### config.mk
export PLATFORM = sky130hd
export DESIGN_NAME = bsps_pin_mux
export DESIGN_NICKNAME = d
export VERILOG_FILES = /design/src/common/bsps_pkg.sv /design/src/common/bsps_irq_if.sv /design/src/core/bsps_pin_mux.sv /design/src/core/bsps_irq_sense.sv
export VERILOG_INCLUDE_DIRS = /design/src /design/src/common
export SDC_FILE = /design/constraint.sdc
export NUM_CORES = 1
export LEC_CHECK = 0
export BUFFER_PORTS_ARGS = -buffer_cell sky130_fd_sc_hd__buf_2
export CORE_ASPECT_RATIO = 2
export CORE_UTILIZATION = 51
export DETAILED_ROUTE_END_ITERATION = 10
export PLACE_DENSITY = 0.88
export SYNTH_ARGS = -nofsm -noshare
export SYNTH_HDL_FRONTEND = slang
export SYNTH_SLANG_ARGS = --single-unit
### constraint.sdc
create_clock -name clk -period 2.4 [get_ports clk]
set_clock_uncertainty 0.15 [all_clocks]
set_input_delay 0 -clock clk [delete_from_list [all_inputs] [get_ports clk]]
set_output_delay 0 -clock clk [all_outputs]
set_load 0.02 [all_outputs]
### src/common/bsps_params.svh
`ifndef BSPS_PARAMS_SVH
`define BSPS_PARAMS_SVH

// ----------------------------------------
// register offsets (4-bit word index)
// ----------------------------------------
`define BSPS_OFF_FLAG_DIR 4'h0
`define BSPS_OFF_FLAG_OUT 4'h1
`define BSPS_OFF_IRQ_MASK 4'h2
`define BSPS_OFF_SYS_CTRL 4'h3
`define BSPS_OFF_STATUS 4'h4
`define BSPS_OFF_FLAG_IN 4'h5
`define BSPS_OFF_IRQ_PEND 4'h6

// ----------------------------------------
// system control fields
// ----------------------------------------
`define BSPS_CTL_ALT_EN 0
`define BSPS_CTL_CFG_EDGE 1
`define BSPS_CTL_SER1_EDGE 2
`define BSPS_CTL_SER0_EDGE 3
`define BSPS_CTL_ALT_FOUT 4

// ----------------------------------------
// status and flag input fields
// ----------------------------------------
`define BSPS_STS_MODE_LSB 0
`define BSPS_STS_HOST 4
`define BSPS_STS_RUN 5
`define BSPS_FIN_ALT 8

// ----------------------------------------
// interrupt index, highest priority first
// ----------------------------------------
`define BSPS_IRQ_CFG 0
`define BSPS_IRQ_LVL_HIGH 1
`define BSPS_IRQ_LVL_LOW 2
`define BSPS_IRQ_EDGE 3
`define BSPS_IRQ_SER1 4
`define BSPS_IRQ_SER0 5

// ----------------------------------------
// strap layout and reset values
// ----------------------------------------
`define BSPS_MODE_C_BIT 2
`define BSPS_HOST_ADDR_MASK 14'h0001
`define BSPS_HOST_DATA_MASK 24'hffff00
`define BSPS_RST_FLAG_DIR 8'h00
`define BSPS_RST_FLAG_OUT 8'hff
`define BSPS_RST_IRQ_MASK 6'h00
`define BSPS_RST_SYS_CTRL 5'h10

`endif

### src/common/bsps_pkg.sv
package bsps_pkg;

  typedef enum logic [1:0] {
    BSPS_PH_STRAP = 2'b00,
    BSPS_PH_RUN = 2'b01
  } bsps_phase_t;

  typedef logic [5:0] bsps_irq_vec_t;

endpackage

### src/common/bsps_irq_if.sv
`timescale 1ns/100ps
`default_nettype none

interface bsps_irq_if;
  bsps_pkg::bsps_irq_vec_t asserted;
  bsps_pkg::bsps_irq_vec_t edge_mode;
  bsps_pkg::bsps_irq_vec_t clear;
  bsps_pkg::bsps_irq_vec_t pend;

  modport ctrl (output asserted, output edge_mode, output clear, input pend);
  modport sense (input asserted, input edge_mode, input clear, output pend);
endinterface

`default_nettype wire

### src/core/bsps_pin_mux.sv
`timescale 1ns/100ps
`default_nettype none
`include "bsps_params.svh"

module bsps_pin_mux (
  // clock and reset
  input wire logic clk,
  input wire logic rst,
  // register port
  input wire logic [3:0] reg_addr,
  input wire logic [15:0] reg_wdata,
  input wire logic reg_wr,
  input wire logic reg_rd,
  output logic [15:0] reg_rdata,
  // programmable flag pins, 0..3 double as straps, 4..7 as interrupts
  input wire logic [7:0] prog_flag_in,
  output logic [7:0] prog_flag_out,
  output logic [7:0] prog_flag_oe,
  // second serial port pins: [0] irq0, [1] irq1, [2] flag in
  input wire logic [2:0] second_serial_port_in,
  output logic second_serial_port_tx,
  input wire logic serial_tx_data,
  output logic [2:0] serial_rx_pins,
  // core memory request
  input wire logic mem_req,
  input wire logic mem_write,
  input wire logic mem_byte,
  input wire logic [21:0] mem_addr,
  input wire logic [23:0] mem_wdata,
  output logic [23:0] mem_rdata,
  // external memory pins
  output logic [13:0] external_address_bus,
  input wire logic [23:0] external_data_bus_in,
  output logic [23:0] external_data_bus_out,
  output logic [23:0] external_data_bus_oe,
  // mode and interrupt request to the sequencer
  output logic host_mode,
  output logic irq_req,
  output logic [2:0] irq_sel
);

  // ----------------------------------------
  // helpers
  // ----------------------------------------
  function automatic logic pin_asserted(input logic drive, input logic out_val, input logic pin_val);
    // active low; a pin we drive is seen at its driven level
    pin_asserted = drive ? ~out_val : ~pin_val;
  endfunction

  function automatic logic [3:0] pick_first(input bsps_pkg::bsps_irq_vec_t v);
    logic [3:0] r;
    r = 4'h0;
    for (int i = 5; i >= 0; i--) begin
      if (v[i]) begin
        r = {1'b1, 3'(i)};
      end
    end
    pick_first = r;
  endfunction

  // ----------------------------------------
  // pin synchronisers
  // ----------------------------------------
  logic [7:0] pf_s1, pf_s2;
  logic [2:0] sp_s1, sp_s2;
  logic [23:0] db_s1, db_s2;

  // data path only: no reset so straps are seen while rst is high
  always_ff @(posedge clk) begin
    pf_s1 <= prog_flag_in;
    pf_s2 <= pf_s1;
    sp_s1 <= second_serial_port_in;
    sp_s2 <= sp_s1;
    db_s1 <= external_data_bus_in;
    db_s2 <= db_s1;
  end

  // ----------------------------------------
  // strap capture and phase
  // ----------------------------------------
  logic [3:0] mode_reg;
  logic host_reg;
  bsps_pkg::bsps_phase_t phase_reg, phase_next;

  always_comb begin
    case (phase_reg)
      bsps_pkg::BSPS_PH_STRAP: phase_next = bsps_pkg::BSPS_PH_RUN;
      bsps_pkg::BSPS_PH_RUN: phase_next = bsps_pkg::BSPS_PH_RUN;
      default: phase_next = bsps_pkg::BSPS_PH_STRAP;
    endcase
  end

  // straps sampled every reset cycle, frozen after release
  always_ff @(posedge clk) begin
    if (rst) begin
      mode_reg <= pf_s2[3:0];
      host_reg <= pf_s2[`BSPS_MODE_C_BIT];
      phase_reg <= bsps_pkg::BSPS_PH_STRAP;
    end else begin
      phase_reg <= phase_next;
    end
  end

  // ----------------------------------------
  // registers
  // ----------------------------------------
  logic [7:0] flag_dir_reg;
  logic [7:0] flag_out_reg;
  logic [5:0] irq_mask_reg;
  logic [4:0] sys_ctrl_reg;
  logic [15:0] rdata_reg;
  logic wr_dir, wr_out, wr_mask, wr_ctrl, wr_pend;

  assign wr_dir = reg_wr && (reg_addr == `BSPS_OFF_FLAG_DIR);
  assign wr_out = reg_wr && (reg_addr == `BSPS_OFF_FLAG_OUT);
  assign wr_mask = reg_wr && (reg_addr == `BSPS_OFF_IRQ_MASK);
  assign wr_ctrl = reg_wr && (reg_addr == `BSPS_OFF_SYS_CTRL);
  assign wr_pend = reg_wr && (reg_addr == `BSPS_OFF_IRQ_PEND);

  always_ff @(posedge clk) begin
    if (rst) begin
      flag_dir_reg <= `BSPS_RST_FLAG_DIR;
      flag_out_reg <= `BSPS_RST_FLAG_OUT;
      irq_mask_reg <= `BSPS_RST_IRQ_MASK;
      sys_ctrl_reg <= `BSPS_RST_SYS_CTRL;
    end else begin
      if (wr_dir) begin
        flag_dir_reg <= reg_wdata[7:0];
      end
      if (wr_out) begin
        flag_out_reg <= reg_wdata[7:0];
      end
      if (wr_mask) begin
        irq_mask_reg <= reg_wdata[5:0];
      end
      if (wr_ctrl) begin
        sys_ctrl_reg <= reg_wdata[4:0];
      end
    end
  end

  // ----------------------------------------
  // interrupt sensing
  // ----------------------------------------
  bsps_irq_if irq_bus ();
  logic alt_en;
  logic [3:0] pick;

  assign alt_en = sys_ctrl_reg[`BSPS_CTL_ALT_EN];

  // shared pins feed interrupts whatever their flag direction
  assign irq_bus.asserted[`BSPS_IRQ_CFG] = pin_asserted(flag_dir_reg[7], flag_out_reg[7], pf_s2[7]);
  assign irq_bus.asserted[`BSPS_IRQ_LVL_HIGH] = pin_asserted(flag_dir_reg[6], flag_out_reg[6], pf_s2[6]);
  assign irq_bus.asserted[`BSPS_IRQ_LVL_LOW] = pin_asserted(flag_dir_reg[5], flag_out_reg[5], pf_s2[5]);
  assign irq_bus.asserted[`BSPS_IRQ_EDGE] = pin_asserted(flag_dir_reg[4], flag_out_reg[4], pf_s2[4]);
  assign irq_bus.asserted[`BSPS_IRQ_SER1] = alt_en & ~sp_s2[1];
  assign irq_bus.asserted[`BSPS_IRQ_SER0] = alt_en & ~sp_s2[0];

  assign irq_bus.edge_mode[`BSPS_IRQ_CFG] = sys_ctrl_reg[`BSPS_CTL_CFG_EDGE];
  assign irq_bus.edge_mode[`BSPS_IRQ_LVL_HIGH] = 1'b0;
  assign irq_bus.edge_mode[`BSPS_IRQ_LVL_LOW] = 1'b0;
  assign irq_bus.edge_mode[`BSPS_IRQ_EDGE] = 1'b1;
  assign irq_bus.edge_mode[`BSPS_IRQ_SER1] = sys_ctrl_reg[`BSPS_CTL_SER1_EDGE];
  assign irq_bus.edge_mode[`BSPS_IRQ_SER0] = sys_ctrl_reg[`BSPS_CTL_SER0_EDGE];

  assign irq_bus.clear = wr_pend ? reg_wdata[5:0] : 6'h00;

  bsps_irq_sense u_sense (
    .clk(clk),
    .rst(rst),
    .irq(irq_bus.sense)
  );

  assign pick = pick_first(irq_bus.pend & irq_mask_reg);

  logic irq_req_reg;
  logic [2:0] irq_sel_reg;

  always_ff @(posedge clk) begin
    if (rst) begin
      irq_req_reg <= 1'b0;
      irq_sel_reg <= 3'h0;
    end else begin
      irq_req_reg <= pick[3];
      irq_sel_reg <= pick[2:0];
    end
  end

  // ----------------------------------------
  // second serial port steering
  // ----------------------------------------
  logic sp_tx_reg;
  logic [2:0] sp_rx_reg;

  always_ff @(posedge clk) begin
    if (rst) begin
      sp_tx_reg <= 1'b1;
      sp_rx_reg <= 3'h7;
    end else begin
      sp_tx_reg <= alt_en ? sys_ctrl_reg[`BSPS_CTL_ALT_FOUT] : serial_tx_data;
      sp_rx_reg <= alt_en ? 3'h7 : sp_s2;
    end
  end

  // ----------------------------------------
  // external memory pins
  // ----------------------------------------
  logic [13:0] addr_reg, addr_next;
  logic [23:0] dout_reg, dout_next;
  logic [23:0] doe_reg, doe_next;
  logic [23:0] raw_oe;

  // byte accesses carry address bits 21:14 on the top data byte
  assign raw_oe = mem_byte ? {8'hff, 8'h00, {8{mem_write}}} : {24{mem_write}};
  assign addr_next = mem_req ? (mem_addr[13:0] & (host_reg ? `BSPS_HOST_ADDR_MASK : 14'h3fff)) : addr_reg;
  assign dout_next = mem_byte ? {mem_addr[21:14], 8'h00, mem_wdata[7:0]} : mem_wdata;
  // low data byte belongs to the host port in host mode
  assign doe_next = mem_req ? (raw_oe & (host_reg ? `BSPS_HOST_DATA_MASK : 24'hffffff)) : 24'h000000;

  always_ff @(posedge clk) begin
    if (rst) begin
      addr_reg <= 14'h0000;
      dout_reg <= 24'h000000;
      doe_reg <= 24'h000000;
    end else begin
      addr_reg <= addr_next;
      dout_reg <= mem_req ? dout_next : dout_reg;
      doe_reg <= doe_next;
    end
  end

  // ----------------------------------------
  // register read
  // ----------------------------------------
  logic [15:0] rmux;

  always_comb begin
    case (reg_addr)
      `BSPS_OFF_FLAG_DIR: rmux = {8'h00, flag_dir_reg};
      `BSPS_OFF_FLAG_OUT: rmux = {8'h00, flag_out_reg};
      `BSPS_OFF_IRQ_MASK: rmux = {10'h000, irq_mask_reg};
      `BSPS_OFF_SYS_CTRL: rmux = {11'h000, sys_ctrl_reg};
      `BSPS_OFF_STATUS: rmux = {10'h000, phase_reg == bsps_pkg::BSPS_PH_RUN, host_reg, mode_reg};
      `BSPS_OFF_FLAG_IN: rmux = {7'h00, alt_en & sp_s2[2], pf_s2};
      `BSPS_OFF_IRQ_PEND: rmux = {10'h000, irq_bus.pend};
      default: rmux = 16'h0000;
    endcase
  end

  always_ff @(posedge clk) begin
    if (rst) begin
      rdata_reg <= 16'h0000;
    end else begin
      rdata_reg <= reg_rd ? rmux : 16'h0000;
    end
  end

  // ----------------------------------------
  // outputs
  // ----------------------------------------
  assign reg_rdata = rdata_reg;
  assign prog_flag_out = flag_out_reg;
  assign prog_flag_oe = flag_dir_reg;
  assign second_serial_port_tx = sp_tx_reg;
  assign serial_rx_pins = sp_rx_reg;
  assign mem_rdata = db_s2;
  assign external_address_bus = addr_reg;
  assign external_data_bus_out = dout_reg;
  assign external_data_bus_oe = doe_reg;
  assign host_mode = host_reg;
  assign irq_req = irq_req_reg;
  assign irq_sel = irq_sel_reg;
endmodule

`default_nettype wire

### src/core/bsps_irq_sense.sv
`timescale 1ns/100ps
`default_nettype none
`include "bsps_params.svh"

module bsps_irq_sense (
  // clock and reset
  input wire logic clk,
  input wire logic rst,
  // request lines
  bsps_irq_if.sense irq
);

  bsps_pkg::bsps_irq_vec_t prev_reg;
  bsps_pkg::bsps_irq_vec_t latch_reg;
  bsps_pkg::bsps_irq_vec_t latch_next;
  bsps_pkg::bsps_irq_vec_t rise;

  assign rise = irq.asserted & ~prev_reg;
  // set beats a clear landing in the same cycle
  assign latch_next = (rise & irq.edge_mode) | (latch_reg & ~irq.clear & irq.edge_mode);
  assign irq.pend = (latch_reg & irq.edge_mode) | (irq.asserted & ~irq.edge_mode);

  always_ff @(posedge clk) begin
    if (rst) begin
      prev_reg <= 6'h00;
      latch_reg <= 6'h00;
    end else begin
      prev_reg <= irq.asserted;
      latch_reg <= latch_next;
    end
  end
endmodule

`default_nettype wire

Yosys cells after proc, flatten, opt, wreduce, memory -nomap -nowiden
Index checks and enable logic that the tools add are counted.

Reductions and logical operators: 14. Eq/ne operators: 7. Shift operators: 0. Muxes and demuxes: 18. Magnitude comparators: 0. Multiply operators: 0. Add/sub/neg operators: 0. Bitwise logic cells: 29. Div/mod/pow operators: 0.

Operators with widths (count): one-hot mux 9 bit (7 select lines) (1); two-way mux 24 bit (2); bitwise AND 6 bit (7); bitwise AND 24 bit (1); two-way mux 4 bit (6); inverter 6 bit (3); bitwise AND 14 bit (1); two-way mux 14 bit (1); == test 4 x 3 -> 1 bit, second input constant (3); inverter 1 bit (12); bitwise OR 6 bit (2); OR reduction 2 bit (5); == test 4 x 2 -> 1 bit, second input constant (2); two-way mux 8 bit (1); two-way mux 1 bit (6); two-way mux 6 bit (1); logical AND 1 bit (5); OR reduction 5 bit (1); == test 4 x 1 -> 1 bit, second input constant (1); zero test 4 bit (1); bitwise AND 1 bit (3); OR reduction 3 bit (1); == test 2 x 1 -> 1 bit, second input constant (1); zero test 2 bit (1).

Memory bits (read-only): 0. Flip-flop bits (word level): 202. Memories kept: 0. Latch bits: 0. Output and inout bits: 127. Bits in writable memories: 0. Input port bits: 109.

Depth between registers and ports, before layout
Gate-level depths: netlist of the first run.

Depth after elaboration: 11. Gate-level depth with buffers: 6. Gate-level depth less buffers: 4.

By module
A second synthesis of the first run with hierarchy kept.

Cell total of the unflattened synthesis: 541. Area, all modules: 5879.4 µm².

By module, submodules not included: bsps_pin_mux (times used 1, cells an instance 492, sequential area each 3243.1 µm², area an instance 5335.1 µm²); bsps_irq_sense (times used 1, cells an instance 49, sequential area each 240.2 µm², area an instance 544.3 µm²).

Worst setup path after synthesis of the first run
Ideal clock, no wire load.

Path kind: reg2reg. Start point: register flag_dir_reg[7] (netlist: prog_flag_oe[7]). End point: register irq_sel_reg[2] (netlist: irq_sel[2]). Cell stages (with the launch flop): 5. Setup slack: 0.828 ns. Data required time: 2.127 ns. Data arrival time: 1.299 ns. Library setup time: 0.123 ns. Cell sequence: dfxtp_1 mux2_2 o21ai_1 a221o_1 nor3b_2.

Word-level cells in the longest chain between the ends: 5.

Ends and longest elaborated chain: from (decl) (line bsps_pin_mux.sv:107) `logic [7:0] flag_dir_reg;`; from (signal assigned) (line bsps_pin_mux.sv:122) `` flag_dir_reg <= `BSPS_RST_FLAG_DIR; ``; from (signal assigned) (line bsps_pin_mux.sv:128) `flag_dir_reg <= reg_wdata[7:0];`; two-way mux 1 bit (line bsps_pin_mux.sv:47) `pin_asserted = drive ? ~out_val : ~pin_val;`; bitwise AND 6 bit (line bsps_irq_sense.sv:21) `assign irq.pend = (latch_reg & irq.edge_mode) | (irq.asserted & ~irq.edge_mode);`; bitwise OR 6 bit (line bsps_irq_sense.sv:21); bitwise AND 6 bit (line bsps_pin_mux.sv:174) `assign pick = pick_first(irq_bus.pend & irq_mask_reg);`; OR reduction 5 bit (no source line); to (signal assigned) (line bsps_pin_mux.sv:185) `irq_sel_reg <= pick[2:0];`; to (decl) (line bsps_pin_mux.sv:177) `logic [2:0] irq_sel_reg;`.

Every way passes these cells. A chain may end at the register's enable or synchronous reset.

Worst setup path after layout of the first run
Start point: input rst. End point: register doe_reg[22] (netlist: external_data_bus_oe[22]).

Word-level cells in the longest chain between the ends: 1.

Ends and longest elaborated chain: from (decl) (line bsps_pin_mux.sv:8) `input wire logic rst,`; OR reduction 2 bit (no source line); to (signal assigned) (line bsps_pin_mux.sv:228) `doe_reg <= doe_next;`; to (decl) (line bsps_pin_mux.sv:210) `logic [23:0] doe_reg, doe_next;`.

Every way passes these cells.

==> run metrics, run 1 <==
result of the run finished clean; fraction of layout instances using a drive strength above 1 0.317; number of nets with antenna violations after detailed routing 0; Final Routed Wirelength between 15,000 and 20,000 um; routed wire length per instance between 15 and 20 um; final setup slack of the worst path between 0.3 and 0.4 ns; row count 54; worst-skew pair later-pin latency approximately 0.42 ns; via density per instance between 5 and 6; Hold Path Class in -> reg; synth-to-layout area growth 46.5%; Post-Route Utilization 0.762; count of unique library cells instantiated by Yosys a little under 50; die width 76.5 um; clock buffer depth 2; Core ar. between 10,000 and 15,000 sq um; number of cells produced by synthesis 530; maximum fanout encountered on the critical timing path 18; final cell area excluding filler cells 8290 sq um; Sequential Area between 3000 and 4000 sq um; endpoint arrival time on the critical path approximately 2.2 ns; area of the die between 10,000 and 15,000 sq um; global-route wire length before repair 27,800 um; number of DRC markers in iteration 0 290; Worst Max-Slew Pin Slew about 0.69 ns; number of pins with negative max-slew slack in the final report 0; Area after DPL ~6600 sq um; Critical Path Start Type primary input; io pins 236; number of input and output port buffers inserted 220; Setup WS pre-CTS about 0.65 ns; area of combinational cells with multiple inputs about 1900 sq um; initial standard-cell utilization of the core 0.520; number of flip-flops and latches in the synthesized netlist 168; Setup Viol. Count Final 0; most common library cell in the layout ignoring fill and taps sky130_fd_sc_hd__buf_2; fmax about 480 MHz; Final Hold Fails 0; number of clock sinks approximately 170; overall routing resource usage 0.317; grt total ovfl 0; headroom to the max-slew limit 0.526; final worst-path cycle share 0.868; leakage power summed over all cells around 0.0039 uW; cell area after synthesis approximately 5700 sq um; number of gates given a new drive strength after cts 0; total power density per cell area ~780 nW/um^2; RSZ-0062 raised after global routing no; global placer's final weighted congestion roughly 0.95; syn_area_per_cell roughly 11 sq um; buffer type at the clock tree root sky130_fd_sc_hd__clkbuf_16; largest net degree at the start of global routing 32; nets roughly 940; ys async rst share 0; # Post-CTS Setup Buffers 0; max cap viols 0; total power after layout 6500 uW; sequential-to-total area share from yosys stat 0.602; worst endpoint required time around 2.6 ns; y dimension of the die approximately 150 um; level count of the clock H-tree 4; estimated wirelength of the detail-placed design around 11,000 um; most used flip-flop cell after synthesis sky130_fd_sc_hd__dfxtp_1; post-layout min period about 2.1 ns; highest-count cells in the layout ignoring fill and taps 220 x sky130_fd_sc_hd__buf_2, 164 x sky130_fd_sc_hd__dfxtp_1, 104 x sky130_fd_sc_hd__dlygate4sd3_1; number of enable-type register cells in the synthesized netlist 4; total DRC errors in the routed layout 0; IR drop worst, VDD 0.615 mV; first-pass iteration count of the detailed router 7; clock tree from TritonCTS done; Inserted Diodes 0; minimum setup slack among reg-to-reg paths approximately 0.58 ns; number of global-route vias before repair 5,389; CP Class in -> reg; Setup TNS Final 0 ns; initial antenna violation count 0; clock slew at reported path FFs roughly 0.07 ns; number of buffers added by the clock tree synthesis step 17; Yosys warning total 0; routed vias between 5,000 and 6,000; filler cell count about 700; crit path capture type register
## worst paths after layout
| kind | from | to | cells after the start |
|---|---|---|---|
| worst max-delay path | rst | external_data_bus_oe[22] | 5 |
| worst min-delay path | reg_addr[1] | reg_rdata[3] | 5 |
| worst max register to register | prog_flag_oe[7] | irq_sel[2] | 4 |
| worst min register to register | pf_s1[2] | pf_s2[2] | 0 |
## synthesized netlist by cell type, types with 4 or more instances
cell type / instances / area [sq um]
sky130_fd_sc_hd__nand2_1: 29 / 109
sky130_fd_sc_hd__nor3_1: 7 / 35.0
sky130_fd_sc_hd__a22o_1: 4 / 35.0
sky130_fd_sc_hd__nand3_1: 22 / 110
sky130_fd_sc_hd__and3_1: 4 / 25.0
sky130_fd_sc_hd__nor2b_1: 29 / 181
sky130_fd_sc_hd__a21oi_1: 32 / 160
sky130_fd_sc_hd__edfxtp_1: 4 / 120
sky130_fd_sc_hd__clkbuf_1: 10 / 37.5
sky130_fd_sc_hd__buf_2: 7 / 35.0
sky130_fd_sc_hd__a211oi_1: 9 / 67.6
sky130_fd_sc_hd__o21ai_0: 6 / 30.0
sky130_fd_sc_hd__nor2_1: 70 / 263
sky130_fd_sc_hd__dfxtp_1: 164 / 3280
sky130_fd_sc_hd__buf_4: 34 / 255
sky130_fd_sc_hd__nand2b_1: 4 / 25.0
sky130_fd_sc_hd__mux2i_1: 50 / 500
## power by group
part	switching, uW	total, uW	internal, uW
registers	63.6	2980	2920
logic	371	683	312
clock network	1270	2830	1560
## worst max-delay path: stages
cell	delay, ns
sky130_fd_sc_hd__dlygate4sd3_1	0.52
sky130_fd_sc_hd__buf_2	0.29
sky130_fd_sc_hd__clkinv_1	0.57
sky130_fd_sc_hd__o211a_1	0.29
sky130_fd_sc_hd__dlygate4sd3_1	0.55
## repair_timing
item                       in CTS  in global routing
setup endpoints to repair       0                  0
hold endpoints to repair      121                  0
hold buffers                  104                  0
## cell families after synthesis
logic type             Yosys count  share of synthesized area
AO/OA/AOI/OAI                   71                     0.0814
flip-flops                     168                      0.602
other                            1                   0.000663
AND/OR/NAND/NOR                179                      0.155
buffers and inverters           58                     0.0666
multiplexers                    53                     0.0944
## area by class of cell
class,count,area share
inverters,2,0.000906
well taps,140,0.0211
repair buffers,328,0.262
clock inverters,14,0.0214
flip-flops and latches,168,0.411
clock buffers,18,0.0544
multi-input cells,310,0.229
## per-stage QoR
| stage | instances | hold slack (ns) |
|---|---|---|
| 2_1_floorplan | 536 | -0.122 |
| 3_3_place_gp | 844 | -0.0482 |
| 3_5_place_dp | 844 | -0.0464 |
| 4_1_cts | 980 | 0.0306 |
| 5_1_grt | 980 | 0.0575 |
| 6_report | 980 | 0.0586 |
## layer usage
layer,vias to the layer above,wire length [um],track usage
met5,-,0,0
met4,0,804,0.185
met3,70,955,0.0675
met2,288,10000,0.587
met1,2460,6690,0.326
li1,2372,-,-
Power figures use the tool's default switching activity.
==> run 2, diff against run 1 <==
CORE_UTILIZATION = 43   (was 51)
PLACE_DENSITY = 0.8   (was 0.88)
clock period = 1.9 ns   (was 2.4 ns; I/O delays follow)
==> run metrics, run 2 (synthesized netlist as in run 1, its figures left out) <==
result of the run finished clean; number of global-route vias before repair 5,195 (-3.6%); internal power 5910 uW (+23%); row count 59 (+9.3%); clock slew at reported path FFs 0.07 ns (about the same); die width 83.1 um (+8.7%); Reg power frac 0.465 (+0.006); synth-to-layout area growth 49.7%; Setup TNS Final 0 ns (unchanged); Combinational Power Share 0.108 (+0.003); crit path capture type register; largest net degree at the start of global routing 34 (+6.3%); final worst-path cycle share 0.945; leakage power summed over all cells 0.00400 uW (+1.8%); Critical Path Start Type primary input; routed length on met3 763 um (-20%); maximum fanout encountered on the critical timing path 8 (-10); clock network power share 0.428 (-0.008); grt total ovfl 0 (unchanged); nets 955 (+2.0%); number of clock sinks 168 (unchanged); proportion of total power due to net switching 0.269 (+0.00656); final setup slack of the worst path 0.105 ns (-0.212 ns); clock buffer depth 2 (unchanged); routed wire length per instance 16.9 um (-10%); uppermost routed layer met4; final cell count without fillers 1,011 (+3.2%); most common library cell in the layout ignoring fill and taps sky130_fd_sc_hd__buf_2; initial antenna violation count 0 (unchanged); Final Hold Fails 0 (unchanged); worst endpoint required time 2.11 ns (-0.44 ns); overall routing resource usage 0.248 (-0.0686); initial standard-cell utilization of the core 0.438 (-0.0822); total DRC errors in the routed layout 0 (unchanged); y dimension of the die 164 um (+8.8%); highest-count cells in the layout ignoring fill and taps 220 x sky130_fd_sc_hd__buf_2, 163 x sky130_fd_sc_hd__dfxtp_1, 114 x sky130_fd_sc_hd__dlygate4sd3_1; number of nets with antenna violations after detailed routing 0 (unchanged); # Post-CTS Setup Buffers 0 (unchanged); RSZ-0062 raised after global routing no; worst-skew pair later-pin latency 0.41 ns (about the same); first-pass iteration count of the detailed router 4 (-3); wire length on met1 5760 um (-14%); io pins 236 (unchanged); fmax 557 MHz; global placer's final weighted congestion 0.966 (+2.1%); Final Routed Wirelength 17,100 um (-7.4%); clock tree from TritonCTS done; via density per instance 5.01 (-5.5%); Core ar. 12,900 sq um (+19%); endpoint arrival time on the critical path 2.00 ns (-0.23 ns); headroom to the max-slew limit 0.506 (-0.0196); fraction of layout instances using a drive strength above 1 0.324 (+0.00697); buffer type at the clock tree root sky130_fd_sc_hd__clkbuf_16; number of buffers added by the clock tree synthesis step 17 (unchanged); routed vias 5,062 (-2.5%); Inserted Diodes 0 (unchanged); hold slack final 0.0349 ns (-0.0237 ns); area of the die 13,600 sq um (+18%); filler cell count 961 (+38%); number of DRC markers in iteration 0 193 (-33%); Worst Max-Slew Pin Slew 0.738 ns (+0.0468 ns); total power density per cell area 954 nW/um^2 (+22%); level count of the clock H-tree 4 (unchanged); max cap viols 0 (unchanged); CP Class in -> reg; number of pins with negative max-slew slack in the final report 0 (unchanged); Hold Path Class in -> reg; power dissipated by switching net loads 2170 uW (+27%); Setup WS pre-CTS 0.239 ns (-0.413 ns); estimated wirelength of the detail-placed design 10,700 um (-1.5%); placed insts 865 (+2.5%); number of input and output port buffers inserted 220 (unchanged); IR drop worst, VDD 0.828 mV (+35%); global-route wire length before repair 26,000 um (-6.2%); Setup Viol. Count Final 0 (unchanged); wire length on met2 9540 um (-4.8%); post-layout min period approximately 1.8 ns
## run 2: cell count changes in the layout (fill, tap and decap cells not counted), moves of 2 or more
cell,change
sky130_fd_sc_hd__clkinv_4,-2
sky130_fd_sc_hd__inv_8,-2
sky130_fd_sc_hd__dlygate4sd3_1,+10
sky130_fd_sc_hd__buf_4,+9
sky130_fd_sc_hd__clkinv_8,+3
sky130_fd_sc_hd__inv_12,+2
## run 2: timing repair
item,CTS,global route
hold endpoints to repair,122,0
endpoints found under the setup margin,0,8
resized for setup,0,3
hold buffers,114,0
## run 2: critical path, cell delays in order
cell and delay, ns:
sky130_fd_sc_hd__dlygate4sd3_1 0.53, sky130_fd_sc_hd__buf_2 0.18, sky130_fd_sc_hd__nor2_4 0.20, sky130_fd_sc_hd__and3_2 0.36, sky130_fd_sc_hd__nand2_1 0.08, sky130_fd_sc_hd__nand3_1 0.08
sky130_fd_sc_hd__dlygate4sd3_1 0.56
## run 2: path summary, 6_finish.rpt
kind | startpoint | to | slack (ns) | cells after the start
max | reg_addr[2] | prog_flag_out[5] | 0.10 | 7
min | rst | u_sense.latch_reg[3] | 0.03 | 3
max reg2reg | prog_flag_oe[7] | u_sense.latch_reg[0] | 0.11 | 5
min reg2reg | pf_s1[0] | pf_s2[0] | 0.17 | 0
## run 2: cell type report
type,count,area (sq um),share of cell area
flip-flops and latches,168,3400,0.402
repair buffers,347,2340,0.276
multi-input cells,310,1900,0.225
clock buffers,17,425,0.0502
clock inverters,15,198,0.0233
well taps,152,190,0.0225
inverters,2,7.51,0.000886
## run 2: metrics by stage
stage / instance area (sq um) / power (uW) / utilization
detailed placement: 6700 / 4490 / 0.519
finish: 8470 / 8080 / 0.656
global route: 8470 / 8360 / 0.656
floorplan: 5680 / 4230 / -
global placement: 6700 / 4470 / 0.519
CTS: 8460 / 8130 / 0.655
## run 2: layer usage
metal / up-vias / global-route usage
met5: - / 0
met4: 0 / 0.178
met3: 63 / 0.0513
met2: 214 / 0.474
met1: 2385 / 0.230
li1: 2400 / -
## run 2: power groups by stage
stage          Combinational (uW)  Clock, uW  Sequential, uW
2_1_floorplan                 306          0            3920
5_1_grt                       928       3670            3770
3_5_place_dp                  657          0            3830
4_1_cts                       848       3530            3750
6_report                      871       3450            3750
3_3_place_gp                  646          0            3820
